**src/inc/pls_pkg.sv**
```systemverilog
// constants for the link and slot status register block of one switch port
// assumes a 32-bit configuration access path with byte enables
package pls_pkg;

  // ==========================================================
  // register byte addresses
  localparam logic [7:0]  LINK_STATE_OFS   = 8'hd0;
  localparam logic [7:0]  SLOT_FEATURE_OFS = 8'hd4;

  // ==========================================================
  // link state report field positions (dword at LINK_STATE_OFS)
  localparam int          SPEED_LSB        = 16;
  localparam int          SPEED_W          = 4;
  localparam int          WIDTH_LSB        = 20;
  localparam int          WIDTH_W          = 6;
  localparam int          TRAIN_ERR_BIT    = 26;
  localparam int          TRAINING_BIT     = 27;
  localparam int          SLOT_CLK_BIT     = 28;
  localparam int          DL_ACTIVE_BIT    = 29;

  // link state reset values and codes
  localparam logic [3:0]  SPEED_2G5        = 4'h1;
  localparam logic [3:0]  SPEED_5G         = 4'h2;
  localparam logic [3:0]  SPEED_RST        = SPEED_5G;
  localparam logic [5:0]  WIDTH_RST_UP     = 6'h02;
  localparam logic [5:0]  WIDTH_RST_DN     = 6'h01;

  // ==========================================================
  // slot feature report field positions (dword at SLOT_FEATURE_OFS)
  localparam int          ATTN_BTN_BIT     = 0;
  localparam int          PWR_CTL_BIT      = 1;
  localparam int          ATTN_IND_BIT     = 3;
  localparam int          PWR_IND_BIT      = 4;
  localparam int          SURPRISE_BIT     = 5;
  localparam int          HP_CAPABLE_BIT   = 6;
  localparam int          PWR_VAL_LSB      = 7;
  localparam int          PWR_VAL_W        = 8;
  localparam int          PWR_SCALE_LSB    = 15;
  localparam int          PWR_SCALE_W      = 2;
  localparam int          SLOT_NUM_LSB     = 19;
  localparam int          SLOT_NUM_W       = 13;

  // implemented bits, writable bits and reset value of the slot dword, implemented bits of the link dword, a zero word
  localparam logic [31:0] SLOT_IMPL_MASK   = 32'hfff9fffb;
  localparam logic [31:0] SLOT_RW_MASK     = 32'h0001ff80;
  localparam logic [31:0] SLOT_RST         = 32'h00000000;
  localparam logic [31:0] LINK_IMPL_MASK   = 32'h3fff0000;
  localparam logic [31:0] ZERO_WORD        = 32'h00000000;

endpackage : pls_pkg

```
**src/pls_regs.sv**
```systemverilog
// link state and slot feature report registers of one switch port
// assumes status inputs are synchronous to ref_clk and a one-cycle
// configuration read or write strobe from the configuration logic
`timescale 1ns/1ps

// How it works
// RULE1 - the speed field shows the negotiated rate, 1 for 2.5 Gb/s and 2 for 5 Gb/s, reset to 2.
// RULE2 - the width field shows the trained lane count, reset to x2 upstream and x1 downstream.
// RULE3 - bit 26 is set on a training failure, cleared on entering L0, and resets to zero.
// RULE4 - bit 27 is high while training runs, cleared when it ends, and resets to zero.
// RULE5 - bit 28 shows the common reference clock choice, taken from the strap and overridable.
// RULE6 - bit 29 is one only while the data link state machine is active, reset to zero.
// RULE7 - the slot feature dword exists only on downstream ports and reads zero upstream.
// RULE8 - bits 0, 1, 3 and 4 advertise the slot button and indicators and power controller.
// RULE9 - bit 5 advertises surprise removal and bit 6 hot-plug capability, both reset to zero.
// RULE10 - bits 14:7 hold the writable power limit value, reset 0, a write sends a limit message.
// RULE11 - bits 16:15 hold the writable power limit scale, reset 0, a write sends a limit message.
// RULE12 - bits 31:19 report the physical slot number, reset to zero.
// RULE13 - the slot feature defaults can be replaced after reset by a management load strobe.
// RULE14 - reserved bits read zero and writes to them change nothing.
module pls_regs #(
  parameter bit IS_UPSTREAM = 1'b0                          // port faces the root
) (
  input  wire logic                          ref_clk,          // core clock
  input  wire logic                          rst,              // sync reset, high
  input  wire logic                          cfg_rd,           // config read strobe
  input  wire logic                          cfg_wr,           // config write strobe
  input  wire logic [7:0]                    cfg_addr,         // dword byte address
  input  wire logic [3:0]                    cfg_be,           // byte enables
  input  wire logic [31:0]                   cfg_wdata,        // write data
  output logic      [31:0]                   cfg_rdata,        // read data
  output logic                               cfg_rvalid,       // read answer pulse
  input  wire logic [pls_pkg::SPEED_W-1:0]   neg_speed,        // negotiated rate code
  input  wire logic [pls_pkg::WIDTH_W-1:0]   neg_width,        // negotiated lane count
  input  wire logic                          train_fail,       // training failed pulse
  input  wire logic                          train_active,     // training in progress
  input  wire logic                          l0_entered,       // reached L0 pulse
  input  wire logic                          dl_active,        // data link active state
  input  wire logic                          slot_clock_strap, // reference clock strap
  input  wire logic                          dflt_load,        // management load strobe
  input  wire logic [31:0]                   dflt_slot,        // slot feature defaults
  input  wire logic                          dflt_slot_clk,    // slot clock default
  output logic                               spl_msg_req,      // send limit message pulse
  output logic [pls_pkg::PWR_VAL_W-1:0]      spl_value,        // power limit value
  output logic [pls_pkg::PWR_SCALE_W-1:0]    spl_scale         // power limit scale
);
  import pls_pkg::*;

  localparam logic [5:0] WIDTH_RST = IS_UPSTREAM ? WIDTH_RST_UP : WIDTH_RST_DN;

  // ==========================================================
  // link state report
  logic [SPEED_W-1:0] speed_r;
  logic [WIDTH_W-1:0] width_r;
  logic               train_err_r;
  logic               training_r;
  logic               slot_clk_r;
  logic               dl_act_r;

  // speed and width captured when the link reaches L0
  always_ff @(posedge ref_clk)
  begin
    if (rst)
    begin
      speed_r <= SPEED_RST;                                     // [RULE1]
      width_r <= WIDTH_RST;                                     // [RULE2]
    end
    else if (l0_entered)
    begin
      speed_r <= neg_speed;                                     // [RULE1]
      width_r <= neg_width;                                     // [RULE2]
    end
  end

  // training error, a failure in the same cycle as L0 wins
  always_ff @(posedge ref_clk)
  begin
    if (rst)
      train_err_r <= 1'b0;
    else if (train_fail)
      train_err_r <= 1'b1;                                      // [RULE3]
    else if (l0_entered)
      train_err_r <= 1'b0;                                      // [RULE3]
  end

  // training indicator and data link active follow their sources
  always_ff @(posedge ref_clk)
  begin
    if (rst)
    begin
      training_r <= 1'b0;
      dl_act_r   <= 1'b0;
    end
    else
    begin
      training_r <= train_active;                               // [RULE4]
      dl_act_r   <= dl_active;                                  // [RULE6]
    end
  end

  // slot clock bit caught from the strap while reset is held
  always_ff @(posedge ref_clk)
  begin
    if (rst)
      slot_clk_r <= slot_clock_strap;                           // [RULE5]
    else if (dflt_load)
      slot_clk_r <= dflt_slot_clk;                              // [RULE5]
  end

  // ==========================================================
  // slot feature report
  logic [31:0] slot_r;
  logic [31:0] wr_mask;
  logic        slot_hit;
  logic        slot_wr;
  logic        spl_wr;

  // byte lanes expanded to bits, limited to the writable fields
  assign wr_mask  = {{8{cfg_be[3]}}, {8{cfg_be[2]}}, {8{cfg_be[1]}}, {8{cfg_be[0]}}}
                    & SLOT_RW_MASK;                             // [RULE14]
  assign slot_hit = (cfg_addr == SLOT_FEATURE_OFS) && !IS_UPSTREAM; // [RULE7]
  assign slot_wr  = cfg_wr && slot_hit;
  assign spl_wr   = slot_wr && (wr_mask != ZERO_WORD);          // [RULE10] [RULE11]

  // stored slot fields, config write to a writable lane beats a same-cycle default load
  always_ff @(posedge ref_clk)
  begin
    if (rst || IS_UPSTREAM)
      slot_r <= SLOT_RST;                                       // [RULE7] [RULE8] [RULE9]
    else if (spl_wr)
      slot_r <= (slot_r & ~wr_mask) | (cfg_wdata & wr_mask);    // [RULE10] [RULE11]
    else if (dflt_load)
      slot_r <= dflt_slot & SLOT_IMPL_MASK;                     // [RULE13] [RULE14]
  end

  // power limit message request, one pulse per accepted write
  always_ff @(posedge ref_clk)
  begin
    if (rst)
      spl_msg_req <= 1'b0;
    else
      spl_msg_req <= spl_wr;                                    // [RULE10] [RULE11]
  end

  // power limit outputs mirror the stored fields
  assign spl_value = slot_r[PWR_VAL_LSB +: PWR_VAL_W];
  assign spl_scale = slot_r[PWR_SCALE_LSB +: PWR_SCALE_W];

  // ==========================================================
  // read path
  logic [31:0] link_word;
  logic [31:0] rd_word;

  // link state dword, low half and top bits read zero
  always_comb
  begin
    link_word                            = ZERO_WORD;           // [RULE14]
    link_word[SPEED_LSB +: SPEED_W]      = speed_r;             // [RULE1]
    link_word[WIDTH_LSB +: WIDTH_W]      = width_r;             // [RULE2]
    link_word[TRAIN_ERR_BIT]             = train_err_r;         // [RULE3]
    link_word[TRAINING_BIT]              = training_r;          // [RULE4]
    link_word[SLOT_CLK_BIT]              = slot_clk_r;          // [RULE5]
    link_word[DL_ACTIVE_BIT]             = dl_act_r;            // [RULE6]
  end

  // address decode, unmapped and upstream slot reads give zero
  always_comb
  begin
    rd_word = ZERO_WORD;
    if (cfg_addr == LINK_STATE_OFS)
      rd_word = link_word & LINK_IMPL_MASK;                     // [RULE14]
    else if (slot_hit)
      rd_word = slot_r & SLOT_IMPL_MASK;                        // [RULE7] [RULE12]
  end

  // read answer registered one cycle after the strobe
  always_ff @(posedge ref_clk)
  begin
    if (rst)
    begin
      cfg_rdata  <= ZERO_WORD;
      cfg_rvalid <= 1'b0;
    end
    else
    begin
      cfg_rvalid <= cfg_rd;
      if (cfg_rd)
        cfg_rdata <= rd_word;
    end
  end

  // ==========================================================
  // checks
  speed_reset_a : assert property (@(posedge ref_clk) disable iff (rst) // [RULE1]
    $past(rst) |-> speed_r == SPEED_RST)
    else $error("speed field wrong after reset");

  width_reset_a : assert property (@(posedge ref_clk) disable iff (rst) // [RULE2]
    $past(rst) |-> width_r == WIDTH_RST)
    else $error("width field wrong after reset");

  err_set_wins_a : assert property (@(posedge ref_clk) disable iff (rst) // [RULE3]
    train_fail |=> train_err_r ##0 (l0_entered ? 1'b1 : train_err_r))
    else $error("training error not set on failure");

  err_clear_a : assert property (@(posedge ref_clk) disable iff (rst) // [RULE3]
    l0_entered && !train_fail |=> !train_err_r)
    else $error("training error not cleared on L0");

  training_follow_a : assert property (@(posedge ref_clk) disable iff (rst) // [RULE4]
    train_active[*2] |=> training_r && $past(training_r))
    else $error("training indicator not following");

  dl_follow_a : assert property (@(posedge ref_clk) disable iff (rst) // [RULE6]
    ##1 dl_act_r == $past(dl_active))
    else $error("link active bit not following");

  strap_catch_a : assert property (@(posedge ref_clk) disable iff (rst) // [RULE5]
    $past(rst) |-> slot_clk_r == $past(slot_clock_strap))
    else $error("slot clock bit not from strap");

  upstream_slot_a : assert property (@(posedge ref_clk) disable iff (rst) // [RULE7]
    cfg_rd && cfg_addr == SLOT_FEATURE_OFS |=>
      cfg_rdata == (IS_UPSTREAM ? ZERO_WORD : $past(slot_r & SLOT_IMPL_MASK)))
    else $error("slot dword read wrong");

  msg_on_write_a : assert property (@(posedge ref_clk) disable iff (rst) // [RULE10]
    slot_wr && cfg_be[1] |=> spl_msg_req ##1 !spl_msg_req || $past(spl_wr))
    else $error("no limit message after write");

  limit_store_a : assert property (@(posedge ref_clk) disable iff (rst) // [RULE11]
    slot_wr && cfg_be[2] |=> spl_scale[1] == $past(cfg_wdata[PWR_SCALE_LSB + 1]))
    else $error("limit scale not stored");

  reserved_zero_a : assert property (@(posedge ref_clk) disable iff (rst) // [RULE14]
    cfg_rvalid |-> (cfg_rdata & ~(LINK_IMPL_MASK | SLOT_IMPL_MASK)) == ZERO_WORD
      && (!$past(cfg_addr == LINK_STATE_OFS) || cfg_rdata[15:0] == 16'h0000))
    else $error("reserved bits read nonzero");

  load_slot_a : assert property (@(posedge ref_clk) disable iff (rst) // [RULE13]
    dflt_load && !spl_wr && !IS_UPSTREAM |=> slot_r == ($past(dflt_slot) & SLOT_IMPL_MASK))
    else $error("slot defaults not loaded");

  // ==========================================================
  // checks on the stored link fields
  speed_take_a : assert property (@(posedge ref_clk) disable iff (rst) // [RULE1]
    l0_entered |=> speed_r == $past(neg_speed))
    else $error("speed not taken on L0");

  speed_hold_a : assert property (@(posedge ref_clk) disable iff (rst) // [RULE1]
    !l0_entered |=> $stable(speed_r))
    else $error("speed changed without L0");

  width_take_a : assert property (@(posedge ref_clk) disable iff (rst) // [RULE2]
    l0_entered |=> width_r == $past(neg_width))
    else $error("width not taken on L0");

  width_hold_a : assert property (@(posedge ref_clk) disable iff (rst) // [RULE2]
    !l0_entered |=> $stable(width_r))
    else $error("width changed without L0");

  err_hold_a : assert property (@(posedge ref_clk) disable iff (rst) // [RULE3]
    !train_fail && !l0_entered |=> $stable(train_err_r))
    else $error("training error changed by itself");

  training_clear_a : assert property (@(posedge ref_clk) disable iff (rst) // [RULE4]
    !train_active |=> !training_r)
    else $error("training indicator not cleared");

  strap_hold_a : assert property (@(posedge ref_clk) disable iff (rst) // [RULE5]
    !dflt_load |=> $stable(slot_clk_r))
    else $error("slot clock bit changed without load");

  // ==========================================================
  // checks on the stored slot fields and the limit message request
  presence_ro_a : assert property (@(posedge ref_clk) disable iff (rst) // [RULE8] [RULE9]
    slot_wr && !dflt_load |=> $stable(slot_r[HP_CAPABLE_BIT:ATTN_BTN_BIT]))
    else $error("presence bits changed by a write");

  slot_num_ro_a : assert property (@(posedge ref_clk) disable iff (rst) // [RULE12]
    slot_wr && !dflt_load |=> $stable(slot_r[SLOT_NUM_LSB +: SLOT_NUM_W]))
    else $error("slot number changed by a write");

  value_store_a : assert property (@(posedge ref_clk) disable iff (rst) // [RULE10]
    slot_wr && cfg_be[1] |=>
      spl_value[PWR_VAL_W-1:1] == $past(cfg_wdata[PWR_VAL_LSB+PWR_VAL_W-1:PWR_VAL_LSB+1]))
    else $error("limit value not stored");

  value_low_a : assert property (@(posedge ref_clk) disable iff (rst) // [RULE10]
    slot_wr && cfg_be[0] |=> spl_value[0] == $past(cfg_wdata[PWR_VAL_LSB]))
    else $error("limit value low bit not stored");

  scale_low_a : assert property (@(posedge ref_clk) disable iff (rst) // [RULE11]
    slot_wr && cfg_be[1] |=> spl_scale[0] == $past(cfg_wdata[PWR_SCALE_LSB]))
    else $error("limit scale low bit not stored");

  no_msg_idle_a : assert property (@(posedge ref_clk) disable iff (rst) // [RULE10] [RULE11]
    !slot_wr |=> !spl_msg_req)
    else $error("limit message without a write");

  // ==========================================================
  // checks on the read path
  rate_read_a : assert property (@(posedge ref_clk) disable iff (rst) // [RULE1] [RULE2]
    cfg_rd && cfg_addr == LINK_STATE_OFS |=>
      cfg_rdata[WIDTH_LSB+WIDTH_W-1:SPEED_LSB] == $past({width_r, speed_r}))
    else $error("speed or width read wrong");

  flag_read_a : assert property (@(posedge ref_clk) disable iff (rst) // [RULE3] [RULE4]
    cfg_rd && cfg_addr == LINK_STATE_OFS |=>
      cfg_rdata[TRAINING_BIT:TRAIN_ERR_BIT] == $past({training_r, train_err_r}))
    else $error("training flags read wrong");

  link_up_read_a : assert property (@(posedge ref_clk) disable iff (rst) // [RULE5] [RULE6]
    cfg_rd && cfg_addr == LINK_STATE_OFS |=>
      cfg_rdata[DL_ACTIVE_BIT:SLOT_CLK_BIT] == $past({dl_act_r, slot_clk_r}))
    else $error("clock or link active bit read wrong");

endmodule : pls_regs

```
**config.mk**
```make
export PLATFORM = sky130hd
export DESIGN_NAME = pls_regs
export DESIGN_NICKNAME = d
export VERILOG_FILES = /design/src/inc/pls_pkg.sv /design/src/pls_regs.sv
export SDC_FILE = /design/constraint.sdc
export NUM_CORES = 1
export LEC_CHECK = 0
export ABC_AREA = 1
export BUFFER_PORTS_ARGS = -buffer_cell sky130_fd_sc_hd__clkbuf_2
export CAP_MARGIN = 0
export CORE_MARGIN = 10
export CORE_UTILIZATION = 41
export CTS_BUF_LIST = sky130_fd_sc_hd__clkbuf_8
export CTS_CLUSTER_SIZE = 16
export DETAILED_ROUTE_END_ITERATION = 16
export PLACE_DENSITY = 0.71
export SLEW_MARGIN = 15
export SYNTH_ARGS = -nofsm -noshare
export SYNTH_HDL_FRONTEND = slang
export SYNTH_SLANG_ARGS = --single-unit
```
**constraint.sdc**
```tcl
create_clock -name ref_clk -period 1.35 [get_ports ref_clk]
set_clock_uncertainty 0.1 [all_clocks]
set_input_delay 0.2025 -clock ref_clk [delete_from_list [all_inputs] [get_ports ref_clk]]
set_output_delay 0.2025 -clock ref_clk [all_outputs]
set_load 0.01 [all_outputs]
```
==> impl_metrics.json <==
{
  "die_w_um": 109.4,
  "grt_max_degree": 29,
  "clk_pin_slew_worst_paths_ns": 0.08,
  "drive_gt1_share_pct": 27.72,
  "synth_top_area_share_pct": 45.84,
  "ios": 141,
  "setup_viol": 0,
  "crit_arrival_ns": 0.90,
  "fin_crit_sh_pct": 89.31,
  "syn2layout_area_growth_pct": 33.08,
  "syn_inst": 458,
  "n_antenna_cell": 0,
  "placed_cells": 659,
  "cts_root_buffer": "clkbuf_8",
  "ctsLongestPathBuffers": 2,
  "yosys-top-cells-area": "dfxtp_1 (46%), nand2_1 (16%), nand3_1 (7.3%)",
  "synth-xor-area-share_pct": 0,
  "synth_compound_area_share_pct": 10.81,
  "cts_tree": "done",
  "yosys.area_share.adder_pct": 0,
  "dpl_cell_area_sq_um": 3953,
  "drc": 0,
  "final_nets": 681,
  "vias": 3254,
  "fp.dieArea_sq_um": 11970,
  "post_cts_buffers": 0,
  "coreArea_sq_um": 7767,
  "fp.dieH_um": 109.4,
  "drtAntennaViolNets": 0,
  "yosys_warnings": 0,
  "vias_per_cell": 4.716,
  "rsz0062_at_grt": "no",
  "first_global_vias": 3238,
  "first_pass_iters": 4,
  "fillerInstances": 761,
  "instances_no_fill": 690,
  "routed_wl_mm": 9.155,
  "numPortBuffers": 113,
  "ir_drop_mv": 0.6640,
  "path_class": "register to primary output",
  "syn_area_per_cell_sq_um": 7.152,
  "wl_per_cell_um": 13.27,
  "status": "completed",
  "max_stage_delay_ns": 0.40,
  "grt_usage_pct": 15.45,
  "r2r_slack_ns": 0.51,
  "stdcell_area_sq_um": 4359,
  "grt_overflow_total": 0,
  "synthesis.nets": 555,
  "synthesis.area_sq_um": 3276,
  "yosys.area_share.simple_pct": 31.51,
  "power_density_nw_per_um2": 1152,
  "gp_congestion": 0.7804,
  "fmax_mhz": 829.4,
  "drv_cap": 0,
  "antenna_found_initial": 0,
  "synth_top_family_by_area": "simple AND/OR/NAND/NOR gates",
  "synth.area.mux_share_pct": 0,
  "dpl.hpwl_mm": 6.911,
  "cts-htree-levels": 3,
  "critical_path.slowest_cell": "dfxtp_1",
  "worstPathRequired_ns": 1.05,
  "slew_violations": 0,
  "ys_ff_latch": 76,
  "cp_max_fo": 3,
  "cts_made_buffers": 9,
  "cts_sinks": 76,
  "path_cells": "clkbuf_2",
  "yosysSeqAreaShare_pct": 46.75,
  "crit_buf_inv": 1,
  "grt_pass1_wl_mm": 14.98,
  "hold_viol": 0,
  "core.rowCount": 32,
  "critPathTopFamily": "flip-flops",
  "clk_latency_ns": 0.33,
  "min_period_ns": 1.206,
  "min-delay-path-class": "input port to register",
  "cp-end-kind": "primary output",
  "drt_first_iter_violations": 116,
  "synth_cell_types": 22,
  "whs_ns": 0.01889,
  "start_util_pct": 42.17,
  "setup.worst_path.start_class": "register",
  "p_leak_nw": 2.135,
  "yosysTopAreaCell": "dfxtp_1"
}
[synth_stat cells]
master	instances
nand2_1	136
dfxtp_1	75
nand3_1	48
nor2_1	48
a21oi_1	39
inv_1	31
clkbuf_1	16
buf_4	15
o211ai_1	12
nand3b_1	10
o21ai_0	10
buf_2	4
buf_1	3
buf_6	2
inv_2	2
a21boi_4	1
clkinv_1	1
conb_1	1
edfxtp_1	1
nand2_2	1
nand3_2	1
nor3_2	1
[path summary, 6_finish.rpt]
path,startpoint,endpoint,depth (start not counted)
setup / recovery,register,spl_value[0],1
hold reg to reg,slot_r[0],cfg_rdata[0],2
setup reg to reg,slot_clk_r,cfg_rdata[28],4
hold / removal,dflt_slot[26],slot_r[26],3
[stage by stage]
stage | utilization (%) | power, mW | setup TNS, ns | worst slack (ns)
6_report | 56.12 | 5.022 | 0 | 0.1443
3_5_place_dp | 50.89 | 2.980 | -8.797 | -0.2472
5_1_grt | 56.12 | 5.243 | 0 | 0.01096
3_3_place_gp | 50.89 | 2.967 | -6.259 | -0.1746
4_1_cts | 55.73 | 5.052 | 0 | 0.09537
2_1_floorplan | - | 2.762 | 0 | 0.07162
[routing by layer]
metal | track usage (%) | routed length (um)
met5 | 0 | 0
met2 | 25.17 | 4242
met4 | 5.576 | 80
met1 | 18.51 | 4026
met3 | 5.325 | 806
[repair_timing]
item                       in CTS  in global routing
resized for setup               0                  3
hold buffers                   14                  2
setup endpoints to repair       0                 14
hold endpoints to repair       14                  2
[cells in the final DEF (no fill, tap or decap), types with 2 or more instances in the layout]
master / Yosys / layout
nand3_1: 48 / 48
nand2_2: 1 / 3
buf_4: 15 / 25
inv_1: 31 / 31
nand3b_1: 10 / 10
o211ai_1: 12 / 12
nor2_1: 48 / 47
bufinv_16: 0 / 3
dlygate4sd3_1: 0 / 16
dfxtp_1: 75 / 75
clkbuf_8: 0 / 9
o21ai_0: 10 / 10
clkbuf_2: 0 / 113
nand2_1: 136 / 134
a21oi_1: 39 / 39
inv_2: 2 / 2
[power by group]
| part | total (mW) | switching [mW] | internal, mW |
|---|---|---|---|
| Combinational | 0.558 | 0.297 | 0.262 |
| Clock | 2.06 | 0.833 | 1.22 |
| Sequential | 2.41 | 0.0566 | 2.35 |
| Total | 5.02 | 1.19 | 3.84 |
[area by class of cell]
type,count,area (sq um),area share [%]
flip-flops and latches,76,1531,35.13
multi-input cells,308,1403,32.18
repair buffers,155,933.4,21.41
inverters,34,127.6,2.928
well taps,102,127.6,2.928
clock buffers,9,123.9,2.842
clock inverters,6,112.6,2.583
[kinds of logic (layout without fill, tap and decap cells)]
family,Yosys count,after routing
other,1,1
AO/OA/AOI/OAI,62,62
buffers and inverters,74,204
flip-flops,76,76
AND/OR/NAND/NOR,245,245
No activity file was read; power rests on OpenSTA's default activity.
